### config.mk
export PLATFORM = sky130hd
export DESIGN_NAME = pmcs_top
export DESIGN_NICKNAME = d
export VERILOG_FILES = /design/src/design/pmcs_pkg.sv /design/src/design/pmcs_top.sv
export SDC_FILE = /design/constraint.sdc
export NUM_CORES = 1
export LEC_CHECK = 0
export BUFFER_PORTS_ARGS = -buffer_cell sky130_fd_sc_hd__clkbuf_2
export CELL_PAD_IN_SITES_DETAIL_PLACEMENT = 0
export CELL_PAD_IN_SITES_GLOBAL_PLACEMENT = 1
export CORE_AREA = 2 2 136 138
export DETAILED_ROUTE_END_ITERATION = 10
export DIE_AREA = 0 0 138 140
export GPL_ROUTABILITY_DRIVEN = 1
export HOLD_SLACK_MARGIN = 0.02
export PLACE_DENSITY_LB_ADDON = 0.3
export RECOVER_POWER = 50
export SYNTH_ARGS = -nofsm -noshare
export SYNTH_HDL_FRONTEND = slang
export SYNTH_SLANG_ARGS = --single-unit
### constraint.sdc
create_clock -name sys_clk_in -period 8.7 [get_ports sys_clk_in]
set_clock_uncertainty 0.1 [all_clocks]
set_input_delay 0.87 -clock sys_clk_in [delete_from_list [all_inputs] [get_ports sys_clk_in]]
set_output_delay 0.87 -clock sys_clk_in [all_outputs]
set_load 0.1 [all_outputs]
### src/design/pmcs_pkg.sv
// Constants, types and register map of the power-mode and clock sequencer.
// Assumes one 25 MHz block clock and an 8-bit register port with 4-bit address.
package pmcs_pkg;
   // Register offsets
   localparam logic [3:0] PMCS_OFF_PWR_A = 4'h0;
   localparam logic [3:0] PMCS_OFF_PWR_B = 4'h1;
   localparam logic [3:0] PMCS_OFF_REG_CTL = 4'h2;
   localparam logic [3:0] PMCS_OFF_CLK_SEL = 4'h3;
   localparam logic [3:0] PMCS_OFF_PGATE = 4'h4;
   localparam logic [3:0] PMCS_OFF_TMR_CFG = 4'h5;
   localparam logic [3:0] PMCS_OFF_T3_RLO = 4'h6;
   localparam logic [3:0] PMCS_OFF_T3_RHI = 4'h7;
   localparam logic [3:0] PMCS_OFF_T4_RLO = 4'h8;
   localparam logic [3:0] PMCS_OFF_T4_RHI = 4'h9;
   localparam logic [3:0] PMCS_OFF_MODE = 4'ha;
   localparam logic [3:0] PMCS_OFF_IRQ_STAT = 4'hb;
   localparam logic [3:0] PMCS_OFF_IRQ_MASK = 4'hc;
   localparam logic [3:0] PMCS_OFF_LU_WAKE = 4'hd;
   // Field positions
   localparam int PMCS_BIT_IDLE = 0;
   localparam int PMCS_BIT_STOP = 1;
   localparam int PMCS_BIT_SUSPEND = 0;
   localparam int PMCS_BIT_SNOOZE = 1;
   localparam int PMCS_BIT_DEPTH = 0;
   localparam int PMCS_IRQ_IDLE_WAKE = 0;
   localparam int PMCS_IRQ_SLEEP_WAKE = 1;
   localparam int PMCS_IRQ_T3_OVF = 2;
   localparam int PMCS_IRQ_T4_OVF = 3;
   // Clock source codes and reset values
   localparam logic [1:0] PMCS_SRC_FAST_24M = 2'h0;
   localparam logic [1:0] PMCS_SRC_FAST_49M = 2'h1;
   localparam logic [1:0] PMCS_SRC_SLOW_80K = 2'h2;
   localparam logic [1:0] PMCS_SRC_EXT = 2'h3;
   localparam logic [2:0] PMCS_DIV_RESET = 3'h3;
   localparam logic [2:0] PMCS_PRE_WRAP = 3'h2;
   localparam logic [2:0] PMCS_SLOW_DIV_LAST = 3'h7;
   localparam logic [15:0] PMCS_TMR_MAX = 16'hffff;

   // Power mode states, Gray coded along the usual path
   typedef enum logic [2:0] {
      PMCS_NORMAL = 3'h0,
      PMCS_IDLE = 3'h1,
      PMCS_SUSPEND = 3'h3,
      PMCS_SNOOZE = 3'h2,
      PMCS_STOP = 3'h6,
      PMCS_SHUTDOWN = 3'h7
   } pmcs_mode_e;

   // System clock configuration
   typedef struct packed {
      logic prescale;
      logic [2:0] div;
      logic [1:0] src;
   } pmcs_clk_cfg_s;

   // Timer configuration
   typedef struct packed {
      logic t4_run;
      logic t3_run;
      logic chain;
      logic t4_slow;
      logic t3_slow;
   } pmcs_tmr_cfg_s;

   // Wake event group
   typedef struct packed {
      logic spi;
      logic i2c_slave;
      logic port_match;
      logic cmp0;
   } pmcs_wake_s;
endpackage

### src/design/pmcs_top.sv
// Power-mode sequencer, system clock divider, peripheral gating, timers 3/4.
// Assumes a 25 MHz block clock that keeps running in every low-power mode and
// a slow oscillator tick input at 80 kHz, one cycle wide.
//
// Added by the designer: strobed register access and the register offsets.
`timescale 1ns/1ns
module pmcs_top #(
   parameter int NUM_PERIPH = 8,
   parameter int NUM_LU = 4
) (
   input wire logic sys_clk_in,
   input wire logic resetn_in,
   input wire logic pin_or_por_reset_in,
   input wire logic [3:0] addr_in,
   input wire logic [7:0] wdata_in,
   input wire logic wr_in,
   input wire logic rd_in,
   output logic [7:0] rdata_out,
   input wire logic irq_any_in,
   input wire pmcs_pkg::pmcs_wake_s wake_in,
   input wire logic [NUM_LU-1:0] logic_unit_n_event_in,
   input wire logic slow_osc_80k_tick_in,
   output logic core_clk_en_out,
   output logic [NUM_PERIPH-1:0] periph_clk_en_out,
   output logic fast_osc_24m_en_out,
   output logic fast_osc_49m_en_out,
   output logic regulator_low_bias_out,
   output logic power_nets_off_out,
   output logic pin_hold_out,
   output logic [1:0] system_clock_src_out,
   output logic system_clock_en_out,
   output logic irq_out
);
   ////////////////////////////////////////////////////////////////////////////
   // Parameter checks and helpers
   if (NUM_PERIPH < 1 || NUM_PERIPH > 8) begin : g_chk_p
      $error("NUM_PERIPH must be 1 to 8");
   end
   if (NUM_LU < 1 || NUM_LU > 8) begin : g_chk_l
      $error("NUM_LU must be 1 to 8");
   end

   // Divider terminal count for a ratio code
   function automatic logic [6:0] div_mask(input logic [2:0] code);
      div_mask = 7'(({7'h0, 1'b1} << code) - 8'h1);
   endfunction

   // Register read-back of a byte from a narrower value
   function automatic logic [7:0] pad8(input logic [7:0] v);
      pad8 = v;
   endfunction

   pmcs_pkg::pmcs_mode_e mode_q;
   logic [7:0] pwr_a_q;
   logic [7:0] pwr_b_q;
   logic depth_q;
   pmcs_pkg::pmcs_clk_cfg_s clk_q;
   logic [NUM_PERIPH-1:0] gate_q;
   pmcs_pkg::pmcs_tmr_cfg_s tmr_q;
   logic [15:0] t3_rld_q;
   logic [15:0] t4_rld_q;
   logic [15:0] t3_cnt_q;
   logic [15:0] t4_cnt_q;
   logic [3:0] irq_stat_q;
   logic [3:0] irq_mask_q;
   logic [NUM_LU-1:0] lu_wake_q;
   logic cmp0_q;
   logic [1:0] pre_cnt_q;
   logic [6:0] div_cnt_q;
   logic [2:0] slow_div_q;
   logic sys_en_q;
   logic slow_en;
   logic pre_ok;
   logic running;
   logic sleeping;
   logic t3_tick;
   logic t4_tick;
   logic t3_ovf;
   logic t4_ovf;
   logic sleep_wake;
   logic idle_wake;
   logic wr_a;
   logic wr_b;

   assign wr_a = wr_in && addr_in == pmcs_pkg::PMCS_OFF_PWR_A;
   assign wr_b = wr_in && addr_in == pmcs_pkg::PMCS_OFF_PWR_B;

   ////////////////////////////////////////////////////////////////////////////
   // Mode decode and wake sources
   assign running = mode_q == pmcs_pkg::PMCS_NORMAL || mode_q == pmcs_pkg::PMCS_IDLE;
   assign sleeping = mode_q == pmcs_pkg::PMCS_SUSPEND || mode_q == pmcs_pkg::PMCS_SNOOZE;
   // Any wake event ends suspend or snooze
   assign sleep_wake = t4_ovf || wake_in.spi || wake_in.i2c_slave || wake_in.port_match
      || (cmp0_q && !wake_in.cmp0) || |(logic_unit_n_event_in & lu_wake_q);
   assign idle_wake = irq_any_in || irq_out;

   // Comparator 0 level history for falling edge detection
   always_ff @(posedge sys_clk_in)
   begin
      if (!resetn_in)
         cmp0_q <= 1'b0;
      else
         cmp0_q <= wake_in.cmp0;
   end

   ////////////////////////////////////////////////////////////////////////////
   // Power mode sequencer
   always_ff @(posedge sys_clk_in)
   begin
      if (!resetn_in)
      begin
         // Shutdown ignores every reset but pin and power-on
         if (pin_or_por_reset_in || mode_q != pmcs_pkg::PMCS_SHUTDOWN)
            mode_q <= pmcs_pkg::PMCS_NORMAL;
      end
      else
      begin
         unique case (mode_q)
            pmcs_pkg::PMCS_NORMAL:
            begin
               if (wr_a && wdata_in[pmcs_pkg::PMCS_BIT_STOP])
                  mode_q <= depth_q ? pmcs_pkg::PMCS_SHUTDOWN
                                    : pmcs_pkg::PMCS_STOP;
               else if (wr_b && wdata_in[pmcs_pkg::PMCS_BIT_SNOOZE])
                  mode_q <= pmcs_pkg::PMCS_SNOOZE;
               else if (wr_b && wdata_in[pmcs_pkg::PMCS_BIT_SUSPEND])
                  mode_q <= pmcs_pkg::PMCS_SUSPEND;
               else if (wr_a && wdata_in[pmcs_pkg::PMCS_BIT_IDLE])
                  mode_q <= pmcs_pkg::PMCS_IDLE;
            end
            pmcs_pkg::PMCS_IDLE:
               if (idle_wake)
                  mode_q <= pmcs_pkg::PMCS_NORMAL;
            pmcs_pkg::PMCS_SUSPEND, pmcs_pkg::PMCS_SNOOZE:
               if (sleep_wake)
                  mode_q <= pmcs_pkg::PMCS_NORMAL;
            pmcs_pkg::PMCS_STOP, pmcs_pkg::PMCS_SHUTDOWN:
               mode_q <= mode_q;
            default:
               mode_q <= pmcs_pkg::PMCS_NORMAL;
         endcase
      end
   end

   // Power control request bits, cleared when the wake lands back in normal
   always_ff @(posedge sys_clk_in)
   begin
      if (!resetn_in)
      begin
         pwr_a_q <= 8'h00;
         pwr_b_q <= 8'h00;
      end
      else
      begin
         if (mode_q == pmcs_pkg::PMCS_IDLE && idle_wake)
            pwr_a_q[pmcs_pkg::PMCS_BIT_IDLE] <= 1'b0;
         else if (wr_a && mode_q == pmcs_pkg::PMCS_NORMAL)
            pwr_a_q <= wdata_in;
         if (sleeping && sleep_wake)
         begin
            pwr_b_q[pmcs_pkg::PMCS_BIT_SUSPEND] <= 1'b0;
            pwr_b_q[pmcs_pkg::PMCS_BIT_SNOOZE] <= 1'b0;
         end
         else if (wr_b && mode_q == pmcs_pkg::PMCS_NORMAL)
            pwr_b_q <= wdata_in;
      end
   end

   ////////////////////////////////////////////////////////////////////////////
   // Configuration registers
   always_ff @(posedge sys_clk_in)
   begin
      if (!resetn_in)
      begin
         depth_q <= 1'b0;
         clk_q <= '{prescale: 1'b0, div: pmcs_pkg::PMCS_DIV_RESET,
                    src: pmcs_pkg::PMCS_SRC_FAST_24M};
         gate_q <= '0;
         tmr_q <= '0;
         t3_rld_q <= 16'h0000;
         t4_rld_q <= 16'h0000;
         irq_mask_q <= 4'h0;
         lu_wake_q <= '0;
      end
      else if (wr_in)
      begin
         unique case (addr_in)
            pmcs_pkg::PMCS_OFF_REG_CTL: depth_q <= wdata_in[pmcs_pkg::PMCS_BIT_DEPTH];
            pmcs_pkg::PMCS_OFF_CLK_SEL: clk_q <= wdata_in[5:0];
            pmcs_pkg::PMCS_OFF_PGATE: gate_q <= wdata_in[NUM_PERIPH-1:0];
            pmcs_pkg::PMCS_OFF_TMR_CFG: tmr_q <= wdata_in[4:0];
            pmcs_pkg::PMCS_OFF_T3_RLO: t3_rld_q[7:0] <= wdata_in;
            pmcs_pkg::PMCS_OFF_T3_RHI: t3_rld_q[15:8] <= wdata_in;
            pmcs_pkg::PMCS_OFF_T4_RLO: t4_rld_q[7:0] <= wdata_in;
            pmcs_pkg::PMCS_OFF_T4_RHI: t4_rld_q[15:8] <= wdata_in;
            pmcs_pkg::PMCS_OFF_IRQ_MASK: irq_mask_q <= wdata_in[3:0];
            pmcs_pkg::PMCS_OFF_LU_WAKE: lu_wake_q <= wdata_in[NUM_LU-1:0];
            default: ;
         endcase
      end
   end

   ////////////////////////////////////////////////////////////////////////////
   // System clock prescaler and divider
   // The 1.5x prescaler drops one of every three cycles of a fast source
   assign pre_ok = !clk_q.prescale || clk_q.src[1] || pre_cnt_q != 2'(pmcs_pkg::PMCS_PRE_WRAP);

   always_ff @(posedge sys_clk_in)
   begin
      if (!resetn_in)
         pre_cnt_q <= 2'h0;
      else if (pre_cnt_q == 2'(pmcs_pkg::PMCS_PRE_WRAP))
         pre_cnt_q <= 2'h0;
      else
         pre_cnt_q <= pre_cnt_q + 2'h1;
   end

   // Divide by a power of two, one enable pulse per period
   always_ff @(posedge sys_clk_in)
   begin
      if (!resetn_in)
      begin
         div_cnt_q <= 7'h00;
         sys_en_q <= 1'b0;
      end
      else if (pre_ok)
      begin
         div_cnt_q <= (div_cnt_q >= div_mask(clk_q.div)) ? 7'h00 : div_cnt_q + 7'h01;
         sys_en_q <= running && div_cnt_q >= div_mask(clk_q.div);
      end
      else
         sys_en_q <= 1'b0;
   end

   ////////////////////////////////////////////////////////////////////////////
   // Timers 3 and 4 on the system clock or slow oscillator divided by 8
   always_ff @(posedge sys_clk_in)
   begin
      if (!resetn_in)
         slow_div_q <= 3'h0;
      else if (slow_osc_80k_tick_in)
         slow_div_q <= slow_div_q + 3'h1;
   end

   assign slow_en = slow_osc_80k_tick_in && slow_div_q == pmcs_pkg::PMCS_SLOW_DIV_LAST;
   assign t3_tick = tmr_q.t3_run && (tmr_q.t3_slow ? slow_en : sys_en_q);
   assign t4_tick = tmr_q.t4_run && (tmr_q.chain ? t3_ovf
      : (tmr_q.t4_slow ? slow_en : sys_en_q));
   assign t3_ovf = t3_tick && t3_cnt_q == pmcs_pkg::PMCS_TMR_MAX;
   assign t4_ovf = t4_tick && t4_cnt_q == pmcs_pkg::PMCS_TMR_MAX;

   // Auto-reload counters
   always_ff @(posedge sys_clk_in)
   begin
      if (!resetn_in)
      begin
         t3_cnt_q <= 16'h0000;
         t4_cnt_q <= 16'h0000;
      end
      else
      begin
         if (t3_tick)
            t3_cnt_q <= t3_ovf ? t3_rld_q : t3_cnt_q + 16'h0001;
         if (t4_tick)
            t4_cnt_q <= t4_ovf ? t4_rld_q : t4_cnt_q + 16'h0001;
      end
   end

   ////////////////////////////////////////////////////////////////////////////
   // Interrupt status, read clears, a new event wins over the clear
   always_ff @(posedge sys_clk_in)
   begin
      if (!resetn_in)
         irq_stat_q <= 4'h0;
      else
         irq_stat_q <= (rd_in && addr_in == pmcs_pkg::PMCS_OFF_IRQ_STAT ? 4'h0 : irq_stat_q)
            | {t4_ovf, t3_ovf, sleeping && sleep_wake,
               mode_q == pmcs_pkg::PMCS_IDLE && idle_wake};
   end

   assign irq_out = |(irq_stat_q & irq_mask_q);

   ////////////////////////////////////////////////////////////////////////////
   // Register read port, one cycle latency, unmapped reads zero
   always_ff @(posedge sys_clk_in)
   begin
      if (!resetn_in)
         rdata_out <= 8'h00;
      else if (rd_in)
      begin
         unique case (addr_in)
            pmcs_pkg::PMCS_OFF_PWR_A: rdata_out <= pwr_a_q;
            pmcs_pkg::PMCS_OFF_PWR_B: rdata_out <= pwr_b_q;
            pmcs_pkg::PMCS_OFF_REG_CTL: rdata_out <= {7'h00, depth_q};
            pmcs_pkg::PMCS_OFF_CLK_SEL: rdata_out <= {2'h0, clk_q};
            pmcs_pkg::PMCS_OFF_PGATE: rdata_out <= pad8(8'(gate_q));
            pmcs_pkg::PMCS_OFF_TMR_CFG: rdata_out <= {3'h0, tmr_q};
            pmcs_pkg::PMCS_OFF_T3_RLO: rdata_out <= t3_rld_q[7:0];
            pmcs_pkg::PMCS_OFF_T3_RHI: rdata_out <= t3_rld_q[15:8];
            pmcs_pkg::PMCS_OFF_T4_RLO: rdata_out <= t4_rld_q[7:0];
            pmcs_pkg::PMCS_OFF_T4_RHI: rdata_out <= t4_rld_q[15:8];
            pmcs_pkg::PMCS_OFF_MODE: rdata_out <= {5'h00, mode_q};
            pmcs_pkg::PMCS_OFF_IRQ_STAT: rdata_out <= {4'h0, irq_stat_q};
            pmcs_pkg::PMCS_OFF_IRQ_MASK: rdata_out <= {4'h0, irq_mask_q};
            pmcs_pkg::PMCS_OFF_LU_WAKE: rdata_out <= pad8(8'(lu_wake_q));
            default: rdata_out <= 8'h00;
         endcase
      end
      else
         rdata_out <= 8'h00;
   end

   ////////////////////////////////////////////////////////////////////////////
   // Clock, oscillator and power outputs
   assign core_clk_en_out = mode_q == pmcs_pkg::PMCS_NORMAL;
   assign fast_osc_24m_en_out = running && clk_q.src == pmcs_pkg::PMCS_SRC_FAST_24M;
   assign fast_osc_49m_en_out = running && clk_q.src == pmcs_pkg::PMCS_SRC_FAST_49M;
   assign regulator_low_bias_out = mode_q == pmcs_pkg::PMCS_SNOOZE;
   assign power_nets_off_out = mode_q == pmcs_pkg::PMCS_STOP
      || mode_q == pmcs_pkg::PMCS_SHUTDOWN;
   assign pin_hold_out = power_nets_off_out;
   assign system_clock_src_out = clk_q.src;
   assign system_clock_en_out = sys_en_q;

   // Per-peripheral clock gates
   for (genvar i = 0; i < NUM_PERIPH; i++) begin : g_gate
      assign periph_clk_en_out[i] = running && gate_q[i];
   end
endmodule // pmcs_top

# Word-level counts from Yosys, hierarchy flattened
# Index checks and enable logic that the tools add are counted.
[word_totals]
inputBits = 27
reg_bits = 137
[op_classes]
mux = 18
add_sub_neg = 6
n_reduce_logical = 68
n_shift = 1
n_eq_ne = 29
order_cmp = 1
bitwise = 6
[op_table]
columns = ["cell", "count"]
rows = [
  ["8-bit one-hot mux with 14 select lines", 1],
  ["16-bit by 1-bit adder with 16-bit output, second input constant", 2],
  ["16-bit == test, second input constant", 2],
  ["16-bit 2-to-1 mux", 2],
  ["1-bit logical AND", 28],
  ["2-bit AND reduction", 14],
  ["4-bit == test, second input constant", 6],
  ["3-bit 2-to-1 mux", 8],
  ["4-bit by 3-bit == test with 1-bit output, second input constant", 4],
  ["1-bit logical OR", 12],
  ["3-bit one-hot mux with 4 select lines", 1],
  ["2-bit OR reduction", 5],
  ["3-bit == test, second input constant", 3],
  ["3-bit != test, second input constant", 3],
  ["4-bit AND", 2],
  ["4-bit by 2-bit == test with 1-bit output, second input constant", 2],
  ["4-bit OR reduction", 2],
  ["7-bit by 1-bit adder with 7-bit output, second input constant", 1],
  ["7-bit >= comparator", 1],
  ["7-bit 2-to-1 mux", 1],
  ["1-bit by 3-bit left shift with 7-bit output, first input constant", 1],
  ["7-bit by 1-bit subtractor with 7-bit output, second input constant", 1],
  ["3-bit by 2-bit == test with 1-bit output, second input constant", 2],
  ["6-bit by 2-bit != test with 1-bit output, second input constant", 1],
  ["17 further kinds", 24],
]

# Logic depth before layout (Yosys ltp)
[logic_depth]
word_depth = 16
ltp_mapped = 14
ltp_nobuf = 12

# Worst setup path before layout
# Ideal clock, no wire load.
[synth_path]
path_kind = "reg2out"
start = "register mode_q[2]"
end = "output port fast_osc_49m_en_out"
setup_slack_ps = 4134
t_arrival_ps = 3596
path_buffers = 0
required_time_ps = 7730
stages_incl_launch_ff = 2
cell_sequence = "edfxtp_1 -> nor4b_1"
[synth_via]
elab_chain_len = 3
elab_cells_between_ends = 4
cone_classes = "1 x eq/ne; 3 x reduce/logical"
[synth_rtl]
columns = ["item", "line_no", "text"]
rows = [
  ["start, declared", "pmcs_top.sv:53", "pmcs_pkg::pmcs_mode_e mode_q;"],
  ["start signal, assigned", "pmcs_top.sv:114", "mode_q <= pmcs_pkg::PMCS_NORMAL;"],
  ["start signal, assigned", "pmcs_top.sv:122", "mode_q <= depth_q ? pmcs_pkg::PMCS_SHUTDOWN"],
  ["start signal, assigned", "pmcs_top.sv:125", "mode_q <= pmcs_pkg::PMCS_SNOOZE;"],
  ["3-bit by 1-bit == test with 1-bit output or 3-bit zero test (tied branches)", "pmcs_top.sv:90", "assign running = mode_q == pmcs_pkg::PMCS_NORMAL || mode_q == pmcs_pkg::PMCS_IDLE;"],
  ["1-bit logical OR *", "pmcs_top.sv:90", ""],
  ["1-bit logical AND *", "pmcs_top.sv:317", "assign fast_osc_49m_en_out = running && clk_q.src == pmcs_pkg::PMCS_SRC_FAST_49M;"],
  ["end, declared", "pmcs_top.sv:26", "output logic fast_osc_49m_en_out,"],
]
# Mark *: on every way between the ends. The rest lies on a longest branch, timed or not.

# Final worst setup path
[layout_path]
start = "input port resetn_in"
end = "register mode_q[1] (enable)"
[layout_via]
elab_chain_len = 2
elab_cells_between_ends = 6
cone_classes = "4 x eq/ne; 2 x reduce/logical"
[layout_rtl]
columns = ["item", "line_no", "text"]
rows = [
  ["start, declared", "pmcs_top.sv:12", "input wire logic resetn_in,"],
  ["6-bit by 2-bit != test with 1-bit output (no source line), or another cell as far along", "-", ""],
  ["5-bit AND reduction (no source line) *", "-", ""],
]
# Marks and branches as above.
# A chain may end at the register's enable or synchronous reset.

==> summary by stage <==
Status
The run finished, with violations left. The checks that failed: max-capacitance violations, max-slew violations.

CTS
In this run the deepest clock path goes through 2 buffers. The number of post-CTS setup repair buffers is 0. At the later pin of the worst-skew pair, clock insertion delay measures 430 ps. For this design, the sink count on the clock tree is between 100 and 150.

In this run the clock root is driven by a clkbuf_16. The post-cts hold buffer count is 0. The clock tree from TritonCTS is yes.

The H-tree generated during clock tree synthesis spans 4 levels. In this run, post-CTS repair resized a total of 0 instances. The clock-pin slew of the registers on the worst-case setup and hold paths is roughly 60 ps.

The CTS buffer count is 17.

Run
Max-cap violations in this run came to 3.

Finish
The number of fill cells is roughly 1800. The layout overhead on the synthesized area is 13.10%. The fraction of layout cells with a size suffix above 1 is 10.27%. The net count reported at finish is roughly 890. The most common library cell in the layout ignoring fill and taps is dfxtp_1.

After routing the design area is ~7900 µm². The repair_antennas step left the layout with diodes totalling 0. Leaving out fill and tap cells, the most frequent cells in the layout are dfxtp_1, nor2_1, nand2_1.

Worst setup path
The type of the setup path with the least slack is primary input to flop. At the worst endpoint, the required time is just under 9000 ps. In this run the register-to-register setup slack is 4460 ps.

The arrival time of the worst setup path is between 5000 and 6000 ps. In this run the worst path has a maximum fanout of between 60 and 70. The launching instance or port of the critical path is resetn_in.

STA classifies the critical path endpoint as a flop. The startpoint of the worst-slack reg-to-reg timing path is t3_cnt_q[0]$_SDFFE_PN0P_. STA classifies the critical path startpoint as a primary input.

Global route
The total overflow left after global routing is 0. The number of antenna violations at the first check in global routing is 0. The pin count of the biggest net entering global routing is 64. The via count of the first global-routing pass was 5918.

For this run, the total global-route usage over all layers was measured as 22.28%. The wire length of the first global-routing pass is approximately 34000 µm.

Route
The routed wire length on met3 is between 1000 and 1500 µm. After detailed routing, the number of remaining DRC violations is 0. The first-pass detailed-route iteration total is 5. The detailed router's first-iteration violation count is 620. After detailed routing, the met2 layer carries approximately 9600 µm of wire. After detailed routing, the average wire length per cell comes to 20.05 µm. Summed over all layers, the routed wires come to ~22000 µm. The detailed router placed between 6000 and 7000 vias in this run. The top metal layer carrying routed signals is met4.

The vias per cell is 5.832. For this block, wires on met1 add up to between 10000 and 15000 µm. The count of nets left with antenna violations after detail routing is 0.

Yosys
The synthesized area is about 7000 µm². The proportion of synthesized chip area in sequential cells is 39.71%. After synthesis, the share of flip-flops with an asynchronous set or reset is 0%. The synthesized instance count is between 800 and 900.

A synthesized cell averages 8.412 µm². In the synthesized netlist the dominant register cell turns out to be dfxtp_1. The number of synthesized register bits is roughly 140. The number of nets in the synthesized netlist is roughly 870. In this run, synthesis inferred 3 flip-flops with an integrated enable. The number of distinct library cell variants in the gate-level netlist after synthesis is 70. The Yosys warning count is 0.

STA
The number of setup violations in the final report is 0. The number of pins with negative max-slew slack in the final report is between 100 and 150. Counting I/O delays and the setup requirement, the final critical path takes 5520 ps. After layout, the worst path uses a little under two thirds of the clock period. The count of final hold-check violations is 0.

The worst slew slack as a fraction of its limit is -53.84%. Setup repair after global routing left no endpoint under its margin. The worst-margin pin slew is between 2000 and 2500 ps. The top achievable clock speed is ~180 MHz.

In the final timing run, aggregate negative setup slack is 0 ps.

Placement
The half-perimeter wire length after detailed placement is around 15000 µm. The quantity of I/O buffers inserted on ports is 52. After detailed placement, the total cell area comes to roughly 7300 µm². The congestion estimate from routability-driven global placement came to about 0.91.

Worst hold path
The source of the worst hold timing path is pre_cnt_q[0]$_SDFF_PP0_. The class of the tightest hold or removal check is flop to flop.

Floorplan
The horizontal die dimension is between 100 and 150 µm. The top-level port count is between 50 and 60. The initial utilization of the core area, before any placement, comes to between 30% and 40%. In this run the core area contains approximately 50 standard-cell rows.

The overall die area is slightly below 20000 µm². The area inside the core boundary is around 18000 µm². The vertical die dimension is between 100 and 150 µm.

Power and ir drop
The peak supply drop is between 0.00015 and 0.0002 V. The total leakage power is around 2.8 nW. The power density relative to cell area is just over 200 nW/µm².
registers in the layout (all words and copies together) (netlist names), 4 cells and up:
signal      count
pwr_b_q         8
gate_q          8
t4_rld_q       16
t3_rld_q       16
pwr_a_q         8
div_cnt_q       7
t3_cnt_q       16
rdata_out       8
irq_mask_q      4
tmr_q           5
lu_wake_q       4
t4_cnt_q       16
clk_q           4
irq_stat_q      4
cell type report:
| cell class | instances | area [µm²] | area share [%] |
|---|---|---|---|
| clock inverters | 14 | 193.9 | 2.456 |
| multi-input cells | 614 | 3857 | 48.85 |
| well taps | 229 | 286.5 | 3.629 |
| repair buffers | 56 | 266.5 | 3.375 |
| flip-flops and latches | 137 | 2773 | 35.11 |
| clock buffers | 18 | 450.4 | 5.704 |
| inverters | 18 | 68.82 | 0.8715 |
kinds of logic after synthesis:
group	count (synthesis)	synth area share, %
buffers and inverters	79	4.731
AO/OA/AOI/OAI	219	20.47
adder cells (fa/ha/maj)	14	2.509
multiplexers	69	10.56
flip-flops	137	39.71
XOR/XNOR	9	1.129
AND/OR/NAND/NOR	303	20.90
Yosys cell counts, types with 14 or more instances:
library cell	number	area, µm²
inv_1	17	63.81
and2_1	15	93.84
a22oi_1	14	105.1
nand2_1	79	296.5
mux2i_1	59	590.6
a21oi_1	64	320.3
a31oi_1	15	93.84
nor2_1	95	356.6
o21ai_0	44	220.2
nor3_1	23	115.1
ha_1	14	175.2
dfxtp_1	134	2683
clkbuf_1	40	150.1
nand3_1	22	110.1
routing by layer:
layer / vias up / GRT usage [%]
li1: 3043 / -
met1: 3048 / 32.03
met2: 219 / 33.92
met3: 24 / 3.624
met4: 0 / 7.787
met5: - / 0
report_power, final:
group | total, mW | switching, mW | internal [mW]
clock | 0.791 | 0.293 | 0.497
combinational | 0.182 | 0.141 | 0.0408
sequential | 0.668 | 0.0206 | 0.648
metrics by stage:
stage / cells / util (%) / power (mW) / hold WS, ps / setup slack, ps
6_report: 1086 / 44.41 / 1.641 / 309.4 / 3180
2_1_floorplan: 830 / - / 0.8145 / 291.9 / 4134
4_1_cts: 1086 / 44.74 / 1.648 / 309.7 / 5420
3_5_place_dp: 1054 / 41.11 / 0.8632 / 301.6 / 4997
5_1_grt: 1086 / 44.41 / 1.689 / 343.8 / 2842
3_3_place_gp: 1054 / 41.11 / 0.8631 / 301.3 / 5019
critical path, cell delays in order:
cell and delay, ps:
clkbuf_1 980, clkinvlp_2 2330, buf_4 970, o21ai_0 150, a2bb2oi_1 90, o21a_1 150
path summary, 6_finish.rpt:
check / to / depth (start not counted)
min: pre_cnt_q[0]$_SDFF_PP0_ / 1
max reg2reg: mode_q[1]$_SDFFCE_PN0P_ / 6
min reg2reg: pre_cnt_q[0]$_SDFF_PP0_ / 1
max: mode_q[1]$_SDFFCE_PN0P_ / 6
(Power assumes the default switching activity.)
